===== src/ecl_map.svh =====
// Purpose: Register offsets, field positions, reset values and timing counts
// Assumes: 20 MHz clk_i, AXI4-Lite word registers
// Notes:   Definitions only
`ifndef ECL_MAP_SVH
`define ECL_MAP_SVH

// ------------------------------------------------------------------
// Register byte offsets
// ------------------------------------------------------------------
`define ECL_ADDR_W      8
`define ECL_OFS_CTRL    8'h00
`define ECL_OFS_CMD     8'h04
`define ECL_OFS_STAT    8'h08
`define ECL_OFS_COUNT   8'h0C
`define ECL_OFS_CMP     8'h10
`define ECL_OFS_LDATA   8'h14
`define ECL_OFS_LLEN    8'h18

// ------------------------------------------------------------------
// Field positions
// ------------------------------------------------------------------
`define ECL_CTRL_W      4
`define ECL_CTRL_SRC    0
`define ECL_CTRL_FLT    1
`define ECL_CTRL_LOAD   2
`define ECL_CTRL_WRAP   3
`define ECL_CMD_START   0
`define ECL_CMD_STOP    1
`define ECL_CMD_CRST    2
`define ECL_CMD_SRST    3

// ------------------------------------------------------------------
// Sizes and reset values
// ------------------------------------------------------------------
`define ECL_CNT_W       32
`define ECL_LIST_D      8
`define ECL_PTR_W       3
`define ECL_LEN_W       4
`define ECL_CTRL_RST    4'h0
`define ECL_LLEN_RST    4'h1
`define ECL_RESP_OK     2'h0
`define ECL_RESP_DEC    2'h3

// ------------------------------------------------------------------
// Timing
// ------------------------------------------------------------------
`define ECL_CLK_NS      50
`define ECL_FLT_NS      1000
`define ECL_FLT_CYC     ((`ECL_FLT_NS + `ECL_CLK_NS - 1) / `ECL_CLK_NS)
`define ECL_FLT_CW      5

`endif


===== src/ecl_pkg.sv =====
// Purpose: Shared types of the event counter
// Assumes: ecl_map.svh holds all numbers
// Notes:   Types only
package ecl_pkg;
  `include "ecl_map.svh"

  typedef logic [`ECL_CNT_W-1:0] ecl_cnt_t;
  typedef logic [`ECL_PTR_W-1:0] ecl_ptr_t;
  typedef logic [`ECL_LEN_W-1:0] ecl_len_t;
  typedef enum logic [1:0] {ECL_IDLE, ECL_RUN, ECL_FAULT} ecl_run_t;
endpackage : ecl_pkg


===== src/ecl_flt_if.sv =====
// Purpose: Carrier between counter core and input filter
// Assumes: Single clock domain
// Notes:   No clocking block
`timescale 1ns/10ps
interface ecl_flt_if;
  logic src_clk;
  logic flt_on;
  logic pulse;

  modport ctl (output src_clk, output flt_on, input pulse);
  modport flt (input src_clk, input flt_on, output pulse);
endinterface : ecl_flt_if


===== src/ecl_top.sv =====
// Purpose: Event counter with compare match, compare list loading and status
// Assumes: AXI4-Lite slave, one write and one read at a time
// Notes:   Commands are write-one pulses in the command register
//
// Behaviour
// RULE_01: Count increments on each rising edge of the selected external input.
// RULE_02: Software may select the external clock pin as counted signal.
// RULE_03: Count reaching compare value is a match and triggers match handling.
// RULE_04: With loading on, each match loads next compare value from list.
// RULE_05: After last entry, wrap to first or hold last, per configuration.
// RULE_06: Input filter is bypassed or needs 1 us steady level.
// RULE_07: A match raises a compare-match event pulse.
// RULE_08: An overrun raises an overrun event pulse.
// RULE_09: An operation error halting counting raises an error event pulse.
// RULE_10: Start and stop commands; stop works any time after start.
// RULE_11: Status and count reads never disturb counting.
// RULE_12: Running flag set by start, cleared by stop or error.
// RULE_13: Match flag set on match after start, cleared by status reset.
// RULE_14: Overrun flag set on match while match flag set, sticky.
// RULE_15: Overrun does not stop counting.
// RULE_16: A match while overrun is set is an error and halts counting.
// RULE_17: Current count is readable by software.
// RULE_18: Counter reset command restores the power-up state.
// RULE_19: Status reset clears match and overrun flags.
// RULE_20: Count width, list depth fixed; counter reset rewinds list pointer.
//
// The placing of the registers and register access over AXI4-Lite were left to the implementer.
`timescale 1ns/10ps
`include "ecl_map.svh"
module ecl_top
  import ecl_pkg::*;
(
  input  wire logic                   clk_i,
  input  wire logic                   rst_i,
  input  wire logic                   cnt_in_i,
  input  wire logic                   ext_clk_i,
  input  wire logic [`ECL_ADDR_W-1:0] s_axi_awaddr_i,
  input  wire logic                   s_axi_awvalid_i,
  output logic                        s_axi_awready_o,
  input  wire logic [31:0]            s_axi_wdata_i,
  input  wire logic [3:0]             s_axi_wstrb_i,
  input  wire logic                   s_axi_wvalid_i,
  output logic                        s_axi_wready_o,
  output logic [1:0]                  s_axi_bresp_o,
  output logic                        s_axi_bvalid_o,
  input  wire logic                   s_axi_bready_i,
  input  wire logic [`ECL_ADDR_W-1:0] s_axi_araddr_i,
  input  wire logic                   s_axi_arvalid_i,
  output logic                        s_axi_arready_o,
  output logic [31:0]                 s_axi_rdata_o,
  output logic [1:0]                  s_axi_rresp_o,
  output logic                        s_axi_rvalid_o,
  input  wire logic                   s_axi_rready_i,
  output logic                        evt_match_o,
  output logic                        evt_ovr_o,
  output logic                        evt_err_o
);
  // ------------------------------------------------------------------
  // Helpers
  // ------------------------------------------------------------------
  function automatic logic [31:0] ecl_merge(input logic [31:0] old_v,
                                            input logic [31:0] new_v,
                                            input logic [3:0]  strb);
    logic [31:0] res;
    res = old_v;
    for (int i = 0; i < 4; i++) begin
      if (strb[i]) res[8*i +: 8] = new_v[8*i +: 8];
    end
    return res;
  endfunction : ecl_merge

  function automatic logic ecl_mapped(input logic [`ECL_ADDR_W-1:0] a);
    return (a == `ECL_OFS_CTRL) || (a == `ECL_OFS_CMD) || (a == `ECL_OFS_STAT) ||
           (a == `ECL_OFS_COUNT) || (a == `ECL_OFS_CMP) || (a == `ECL_OFS_LDATA) ||
           (a == `ECL_OFS_LLEN);
  endfunction : ecl_mapped

  // Last valid list entry; a length of 0 acts as 1
  function automatic logic ecl_is_last(input ecl_ptr_t p, input ecl_len_t len);
    return (len <= `ECL_LEN_W'(1)) || ({1'b0, p} == len - `ECL_LEN_W'(1));
  endfunction : ecl_is_last

  // ------------------------------------------------------------------
  // State
  // ------------------------------------------------------------------
  ecl_flt_if                 fi ();
  logic [`ECL_CTRL_W-1:0]    ctrl;
  ecl_len_t                  llen;
  ecl_cnt_t                  count;
  ecl_cnt_t                  cmp;
  ecl_cnt_t                  list [`ECL_LIST_D];
  ecl_ptr_t                  rptr;
  ecl_ptr_t                  wptr;
  logic                      load_done;
  logic                      sts_match;
  logic                      sts_ovr;
  ecl_run_t                  state;
  logic [`ECL_ADDR_W-1:0]    aw_addr;
  logic [31:0]               w_data;
  logic [3:0]                w_strb;
  logic                      aw_held;
  logic                      w_held;

  ecl_filter u_filter (
    .clk_i     (clk_i),
    .rst_i     (rst_i),
    .cnt_in_i  (cnt_in_i),
    .ext_clk_i (ext_clk_i),
    .fi        (fi.flt)
  );

  assign fi.src_clk = ctrl[`ECL_CTRL_SRC];
  assign fi.flt_on  = ctrl[`ECL_CTRL_FLT];

  // ------------------------------------------------------------------
  // Decode
  // ------------------------------------------------------------------
  wire        wr_go     = aw_held && w_held;
  wire [31:0] wr_word   = ecl_merge(32'h0, w_data, w_strb);
  wire        wr_ctrl   = wr_go && (aw_addr == `ECL_OFS_CTRL);
  wire        wr_cmd    = wr_go && (aw_addr == `ECL_OFS_CMD);
  wire        wr_cmp    = wr_go && (aw_addr == `ECL_OFS_CMP);
  wire        wr_ldata  = wr_go && (aw_addr == `ECL_OFS_LDATA);
  wire        wr_llen   = wr_go && (aw_addr == `ECL_OFS_LLEN);
  wire        cmd_start = wr_cmd && wr_word[`ECL_CMD_START];
  wire        cmd_stop  = wr_cmd && wr_word[`ECL_CMD_STOP];
  wire        cmd_crst  = wr_cmd && wr_word[`ECL_CMD_CRST];
  wire        cmd_srst  = wr_cmd && wr_word[`ECL_CMD_SRST];
  wire        running   = state == ECL_RUN;
  wire        halted    = state == ECL_FAULT;
  wire        pulse     = fi.pulse;
  wire [31:0] count_inc = count + 32'h1;
  wire        match_ev  = running && pulse && (count_inc == cmp);
  wire        ovr_ev    = match_ev && sts_match;
  wire        err_ev    = match_ev && sts_ovr;
  wire        load_on   = ctrl[`ECL_CTRL_LOAD];
  wire        load_step = match_ev && load_on && !load_done;
  wire        at_last   = ecl_is_last(rptr, llen);
  wire        first_end = ecl_is_last('0, llen);
  wire [31:0] stat_word = {28'h0, halted, sts_ovr, sts_match, running};
  wire [31:0] rd_word   =
    (s_axi_araddr_i == `ECL_OFS_CTRL)  ? {28'h0, ctrl} :
    (s_axi_araddr_i == `ECL_OFS_STAT)  ? stat_word :
    (s_axi_araddr_i == `ECL_OFS_COUNT) ? count :
    (s_axi_araddr_i == `ECL_OFS_CMP)   ? cmp :
    (s_axi_araddr_i == `ECL_OFS_LLEN)  ? {28'h0, llen} : 32'h0;

  // ------------------------------------------------------------------
  // AXI4-Lite write channel
  // ------------------------------------------------------------------
  always_ff @(posedge clk_i or posedge rst_i) begin
    if (rst_i) begin
      aw_addr         <= '0;
      w_data          <= 32'h0;
      w_strb          <= 4'h0;
      aw_held         <= 1'b0;
      w_held          <= 1'b0;
      s_axi_awready_o <= 1'b1;
      s_axi_wready_o  <= 1'b1;
      s_axi_bvalid_o  <= 1'b0;
      s_axi_bresp_o   <= `ECL_RESP_OK;
    end else begin
      if (s_axi_awvalid_i && s_axi_awready_o) begin
        aw_addr         <= s_axi_awaddr_i;
        aw_held         <= 1'b1;
        s_axi_awready_o <= 1'b0;
      end
      if (s_axi_wvalid_i && s_axi_wready_o) begin
        w_data         <= s_axi_wdata_i;
        w_strb         <= s_axi_wstrb_i;
        w_held         <= 1'b1;
        s_axi_wready_o <= 1'b0;
      end
      if (wr_go) begin
        aw_held        <= 1'b0;
        w_held         <= 1'b0;
        s_axi_bvalid_o <= 1'b1;
        s_axi_bresp_o  <= ecl_mapped(aw_addr) ? `ECL_RESP_OK : `ECL_RESP_DEC;
      end
      if (s_axi_bvalid_o && s_axi_bready_i) begin
        s_axi_bvalid_o  <= 1'b0;
        s_axi_awready_o <= 1'b1;
        s_axi_wready_o  <= 1'b1;
      end
    end
  end

  // ------------------------------------------------------------------
  // AXI4-Lite read channel, independent of counting
  // ------------------------------------------------------------------
  always_ff @(posedge clk_i or posedge rst_i) begin
    if (rst_i) begin
      s_axi_arready_o <= 1'b1;
      s_axi_rvalid_o  <= 1'b0;
      s_axi_rdata_o   <= 32'h0;
      s_axi_rresp_o   <= `ECL_RESP_OK;
    end else begin
      if (s_axi_arvalid_i && s_axi_arready_o) begin
        s_axi_arready_o <= 1'b0;
        s_axi_rvalid_o  <= 1'b1;
        s_axi_rdata_o   <= rd_word; // RULE_11 RULE_17
        s_axi_rresp_o   <= ecl_mapped(s_axi_araddr_i) ? `ECL_RESP_OK : `ECL_RESP_DEC;
      end
      if (s_axi_rvalid_o && s_axi_rready_i) begin
        s_axi_rvalid_o  <= 1'b0;
        s_axi_arready_o <= 1'b1;
      end
    end
  end

  // ------------------------------------------------------------------
  // Configuration and compare list
  // ------------------------------------------------------------------
  always_ff @(posedge clk_i or posedge rst_i) begin
    if (rst_i) begin
      ctrl <= `ECL_CTRL_RST;
      llen <= `ECL_LLEN_RST;
      wptr <= '0;
      for (int i = 0; i < `ECL_LIST_D; i++) list[i] <= '0;
    end else if (cmd_crst) begin
      ctrl <= `ECL_CTRL_RST; // RULE_18
      llen <= `ECL_LLEN_RST;
      wptr <= '0; // RULE_20
      for (int i = 0; i < `ECL_LIST_D; i++) list[i] <= '0;
    end else begin
      if (wr_ctrl) ctrl <= wr_word[`ECL_CTRL_W-1:0];
      if (wr_llen) llen <= wr_word[`ECL_LEN_W-1:0];
      if (wr_ldata) begin
        list[wptr] <= ecl_merge(list[wptr], w_data, w_strb);
        wptr       <= wptr + `ECL_PTR_W'(1);
      end
    end
  end

  // ------------------------------------------------------------------
  // Run state
  // ------------------------------------------------------------------
  always_ff @(posedge clk_i or posedge rst_i) begin
    if (rst_i) begin
      state <= ECL_IDLE;
    end else if (cmd_crst || cmd_stop) begin
      state <= ECL_IDLE; // RULE_10 RULE_12 RULE_18
    end else begin
      case (state)
        ECL_IDLE, ECL_FAULT: begin
          if (cmd_start) state <= ECL_RUN; // RULE_10 RULE_12
        end
        ECL_RUN: begin
          if (err_ev) state <= ECL_FAULT; // RULE_16
        end
        default: state <= ECL_IDLE;
      endcase
    end
  end

  // ------------------------------------------------------------------
  // Count and compare loading
  // ------------------------------------------------------------------
  always_ff @(posedge clk_i or posedge rst_i) begin
    if (rst_i) begin
      count <= '0;
    end else if (cmd_crst) begin
      count <= '0; // RULE_18
    end else if (running && pulse) begin
      count <= count_inc; // RULE_01 RULE_15
    end
  end

  always_ff @(posedge clk_i or posedge rst_i) begin
    if (rst_i) begin
      cmp       <= '0;
      rptr      <= '0;
      load_done <= 1'b0;
    end else if (cmd_crst) begin
      cmp       <= '0;
      rptr      <= '0; // RULE_20
      load_done <= 1'b0;
    end else if (cmd_start && load_on) begin
      cmp       <= list[0]; // RULE_04
      rptr      <= first_end ? '0 : `ECL_PTR_W'(1);
      load_done <= first_end && !ctrl[`ECL_CTRL_WRAP];
    end else if (load_step) begin
      cmp <= list[rptr]; // RULE_04
      if (at_last) begin
        rptr      <= '0; // RULE_05
        load_done <= !ctrl[`ECL_CTRL_WRAP]; // RULE_05
      end else begin
        rptr <= rptr + `ECL_PTR_W'(1);
      end
    end else if (wr_cmp) begin
      cmp <= ecl_merge(cmp, w_data, w_strb);
    end
  end

  // ------------------------------------------------------------------
  // Sticky status flags, set wins over status reset, counter reset wins over set
  // ------------------------------------------------------------------
  always_ff @(posedge clk_i or posedge rst_i) begin
    if (rst_i) begin
      sts_match <= 1'b0;
      sts_ovr   <= 1'b0;
    end else if (cmd_crst) begin
      sts_match <= 1'b0;
      sts_ovr   <= 1'b0;
    end else begin
      sts_match <= match_ev || (sts_match && !cmd_srst); // RULE_03 RULE_13 RULE_19
      sts_ovr   <= ovr_ev || (sts_ovr && !cmd_srst); // RULE_14 RULE_19
    end
  end

  // ------------------------------------------------------------------
  // Event pulses
  // ------------------------------------------------------------------
  always_ff @(posedge clk_i or posedge rst_i) begin
    if (rst_i) begin
      evt_match_o <= 1'b0;
      evt_ovr_o   <= 1'b0;
      evt_err_o   <= 1'b0;
    end else begin
      evt_match_o <= match_ev; // RULE_07
      evt_ovr_o   <= ovr_ev; // RULE_08
      evt_err_o   <= err_ev && !cmd_crst && !cmd_stop; // RULE_09
    end
  end
endmodule : ecl_top


===== src/ecl_filter.sv =====
// Purpose: Synchronise, select and filter the counted input
// Assumes: Pins are asynchronous to clk_i
// Notes:   Emits a one-cycle pulse per filtered rising edge
`timescale 1ns/10ps
`include "ecl_map.svh"
module ecl_filter
  import ecl_pkg::*;
(
  input  wire logic clk_i,
  input  wire logic rst_i,
  input  wire logic cnt_in_i,
  input  wire logic ext_clk_i,
  ecl_flt_if.flt    fi
);
  logic [2:0]            s_in;
  logic [2:0]            s_ck;
  logic                  in_lvl;
  logic                  ck_lvl;
  logic                  flt_lvl;
  logic                  flt_prev;
  logic [`ECL_FLT_CW-1:0] flt_cnt;
  logic                  pulse;
  wire                   sel_lvl = fi.src_clk ? ck_lvl : in_lvl;
  wire                   differ  = sel_lvl != flt_lvl;
  wire                   settled = flt_cnt == `ECL_FLT_CW'(`ECL_FLT_CYC - 1);

  assign fi.pulse = pulse;

  // ------------------------------------------------------------------
  // Three-stage synchronisers, level taken once stages two and three agree
  // ------------------------------------------------------------------
  always_ff @(posedge clk_i or posedge rst_i) begin
    if (rst_i) begin
      s_in   <= 3'h0;
      s_ck   <= 3'h0;
      in_lvl <= 1'b0;
      ck_lvl <= 1'b0;
    end else begin
      s_in <= {s_in[1:0], cnt_in_i};
      s_ck <= {s_ck[1:0], ext_clk_i};
      if (s_in[1] == s_in[2]) in_lvl <= s_in[2]; // RULE_01
      if (s_ck[1] == s_ck[2]) ck_lvl <= s_ck[2]; // RULE_02
    end
  end

  // ------------------------------------------------------------------
  // Bypass or hold-off filter, then edge pulse
  // ------------------------------------------------------------------
  always_ff @(posedge clk_i or posedge rst_i) begin
    if (rst_i) begin
      flt_lvl <= 1'b0;
      flt_cnt <= '0;
    end else if (!fi.flt_on || (differ && settled)) begin
      flt_lvl <= sel_lvl; // RULE_06
      flt_cnt <= '0;
    end else if (differ) begin
      flt_cnt <= flt_cnt + `ECL_FLT_CW'(1); // RULE_06
    end else begin
      flt_cnt <= '0;
    end
  end

  always_ff @(posedge clk_i or posedge rst_i) begin
    if (rst_i) begin
      flt_prev <= 1'b0;
      pulse    <= 1'b0;
    end else begin
      flt_prev <= flt_lvl;
      pulse    <= flt_lvl && !flt_prev;
    end
  end
endmodule : ecl_filter


===== config.mk =====
export PLATFORM = sky130hd
export DESIGN_NAME = ecl_top
export DESIGN_NICKNAME = d
export VERILOG_FILES = /design/src/ecl_pkg.sv /design/src/ecl_flt_if.sv /design/src/ecl_top.sv /design/src/ecl_filter.sv
export VERILOG_INCLUDE_DIRS = /design/src
export SDC_FILE = /design/constraint.sdc
export NUM_CORES = 1
export LEC_CHECK = 0
export BUFFER_PORTS_ARGS = -buffer_cell sky130_fd_sc_hd__clkbuf_2
export CAP_MARGIN = 10
export CORE_UTILIZATION = 60
export CTS_CLUSTER_SIZE = 30
export DETAILED_ROUTE_END_ITERATION = 8
export MAX_ROUTING_LAYER = met4
export PLACE_DENSITY = 0.86
export REMOVE_ABC_BUFFERS = 1
export SETUP_SLACK_MARGIN = 0.3
export SYNTH_ARGS = -nofsm -noshare
export SYNTH_HDL_FRONTEND = slang
export SYNTH_SLANG_ARGS = --single-unit

===== constraint.sdc =====
create_clock -name clk_i -period 18.3 [get_ports clk_i]
set_clock_uncertainty 0.1 [all_clocks]
set_input_delay 1.83 -clock clk_i [delete_from_list [all_inputs] [get_ports clk_i]]
set_output_delay 1.83 -clock clk_i [all_outputs]
set_load 0.005 [all_outputs]

==> impl_metrics.py <==
metrics = {
    "run_status": {
        "status": "completed",
    },
    "yosys": {
        "synth_edf_count": 0,
        "synth_seq_area_share_pct": 46.7,
        "syn_inst": 2345,
        "synth_area_um2": 23700,
        "synth_area_per_cell_um2": 10.1,
        "synth_top_area_share_pct": 46.3,
        "yosysWarnings": 0,
        "async_flop_share_pct": 100,
        "synth.most_common_cell": "dfrtp_1",
        "yosys-top-cells-area": "dfrtp_1, mux4_2, nand3_1",
        "synth_top_area_cell": "dfrtp_1",
        "synth-main-ff-cell": "dfrtp_1",
        "synth_cell_types": 79,
        "synth_common_cells": "dfrtp_1, nand3_1, o21ai_0, clkbuf_1, nand2_1",
        "synth-seq-cells": 443,
    },
    "route": {
        "wire_per_inst_um": 23.6,
        "num_vias": 20200,
        "drt-pass1-iter-count": 7,
        "drt_iter0_drc": 2134,
        "wl_mm": 67.9,
        "drc_errors": 0,
        "avgViaCountPerCell": 7.03,
        "ant_nets": 0,
    },
    "grt": {
        "grt_max_degree": 216,
        "antenna_found_initial": 2,
        "grt_pass1_wl_mm": 108,
        "grt_pass1_vias": 19900,
        "track_usage_pct": 34.9,
        "overflow": 0,
    },
    "critical_path": {
        "critPathKind": "flip-flop to flip-flop",
        "required_ns": 18.61,
        "crit_chain": "ha_1 -> nand3_1 -> or4_1 -> or3_1 -> a22oi_1 -> nand4_1 -> or4_1 -> buf_4 -> or2_2 -> buf_4 -> a32oi_1 -> a22oi_1",
        "reg2reg_to": "cmp[4]",
        "critPathBufInv": 2,
        "reg2reg_from": "count[0]",
        "crit_slowest_cell": "or4_1",
        "endpoint_kind": "flip-flop",
        "crit_fanout": 46,
        "crit_family": "simple AND/OR/NAND/NOR gates",
        "cp-start-kind": "flip-flop",
        "cp_slowest_stage_delay_ns": 0.71,
        "rr_worst_depth": 12,
        "arrival_ns": 5.37,
        "ff2ff_setup_slack_ns": 13.24,
    },
    "sta": {
        "hold_viol_final": 0,
        "maxSlewViolCount": 0,
        "finalSetupViolCount": 0,
        "max_freq_mhz": 198,
        "period_share_pct": 27.6,
        "rsz0062_at_grt": "no",
        "min_period_ns": 5.06,
        "setup_tns_ns": 0,
        "tightest_slew_ns": 1.16,
        "relSlewSlack_pct": 22.0,
    },
    "flow_run": {
        "cap_viol_max_count": 0,
    },
    "clocking": {
        "htree_levels": 2,
        "cts_hold_buffers": 0,
        "cts_buffers": 47,
        "clockRootBuffer": "clkbuf_16",
        "insertion_delay_ns": 0.61,
        "cts.repair.resized": 0,
        "cts_sinks": 443,
        "cts_tree": "yes",
        "cts.clk_slew.worst_paths_ns": 0.06,
        "cts_buffer_depth": 3,
        "postCtsSetupBuffers": 0,
    },
    "power": {
        "vdd_drop_max_mv": 0.0832,
        "power_leakage_nw": 10.9,
        "power_density_nw_per_um2": 95.2,
    },
    "placed_design": {
        "port_buffers": 104,
        "routabilityCongestion": 0.939,
        "hpwl_mm": 41.6,
        "place_inst": 2785,
    },
    "final_layout": {
        "fin_cells": 2873,
        "area_delta_synth_final_pct": 9.85,
        "drive_above_1_share_pct": 17.9,
        "fin_nets": 2385,
    },
    "min_path": {
        "hold-path-endpoint": "u_filter.s_in[1]",
        "worstHoldStart": "u_filter.s_in[0]",
        "holdPathStages": 0,
        "holdCritPathClass": "flip-flop to flip-flop",
    },
    "floorplan": {
        "fp.coreArea_um2": 38800,
        "die_h_um": 201,
        "die-area_um2": 40400,
        "rows": 72,
        "ios": 105,
        "initial_core_util_pct": 61.1,
        "die_w_um": 201,
    },
}
-- cell usage in the layout, fill, tap and decap left out, drive strengths merged, types with 33 or more instances in the layout --
cell type  count
a22oi         52
dfrtp        439
nor2         107
mux2          68
o21ai        338
clkbuf       178
mux4          92
xnor2         41
nand3        336
mux2i         89
nand2        135
xor2          33
a21oi         91
nor3          45
-- stage by stage --
step	utilization (%)	hold WS (ns)	power, mW	setup WS (ns)	cell area (um^2)
CTS	67.1	0.254	2.48	13.33	26000
global route	67.1	0.266	2.56	13.04	26100
finish	67.1	0.248	2.48	13.24	26100
detailed placement	62.8	0.242	1.47	13.38	24400
global placement	62.8	0.232	1.45	13.54	24400
floorplan	-	0.231	1.33	4.03	22900
-- final cells by class --
cell class | count | area [um^2]
fill | 2828 | 12800
multi-input combinational | 1672 | 11800
sequential | 443 | 11100
clock buffer | 74 | 1450
timing repair buffer | 133 | 783
tap | 518 | 648
clock inverter | 11 | 195
inverter | 20 | 82.6
antenna | 2 | 5.00
-- worst max path at each step --
stage,cells past startpoint,start,endpoint
finish,12,count[0],cmp[4]
CTS,12,count[0],cmp[27]
detailed placement,12,count[0],cmp[27]
global route,11,count[2],cmp[4]
global placement,11,count[2],cmp[25]
floorplan,1,rst_i,aw_addr[0]
-- worst reg2reg max path, delay by kind of cell, from the launching register on --
kind / cells / cell delay [ns]
AOI/OAI and AO/OA: 3 / 0.67
adders and majority gates: 1 / 0.47
buffers and inverters: 2 / 0.68
DFF: 1 / 0.49
and+or+nand+nor: 6 / 2.46
-- logic make-up after synthesis --
group	synth area share [%]
AO/OA/AOI/OAI	14.9
XOR/XNOR	2.73
adder cells (fa/ha/maj)	0.453
buffers and inverters	3.82
flip-flops	46.7
multiplexers	15.7
AND/OR/NAND/NOR	15.6
-- sequential cells by signal, indices dropped and copies added (netlist names), 2 cells and up --
name	flops
list	256
cmp	32
count	32
s_axi_rdata_o	32
w_data	32
aw_addr	8
u_filter.flt_cnt	5
ctrl	4
llen	4
w_strb	4
rptr	3
u_filter.s_ck	3
u_filter.s_in	3
wptr	3
state	2
-- report_power, final --
part	internal (mW)	leakage (nW)	switching, mW
Clock	0.613	0.811	0.397
Sequential	1.04	6.05	0.116
Combinational	0.118	4.08	0.194
Total	1.78	10.9	0.707
-- per-layer routing --
| metal | routed length, um | vias up | global-route usage (%) |
|---|---|---|---|
| met5 | 0 | - | - |
| met4 | 3390 | 0 | 17.4 |
| met3 | 7650 | 288 | 6.22 |
| met2 | 31700 | 1361 | 52.9 |
| met1 | 25100 | 9904 | 45.4 |
| li1 | - | 8645 | - |
(Power assumes the default switching activity.)
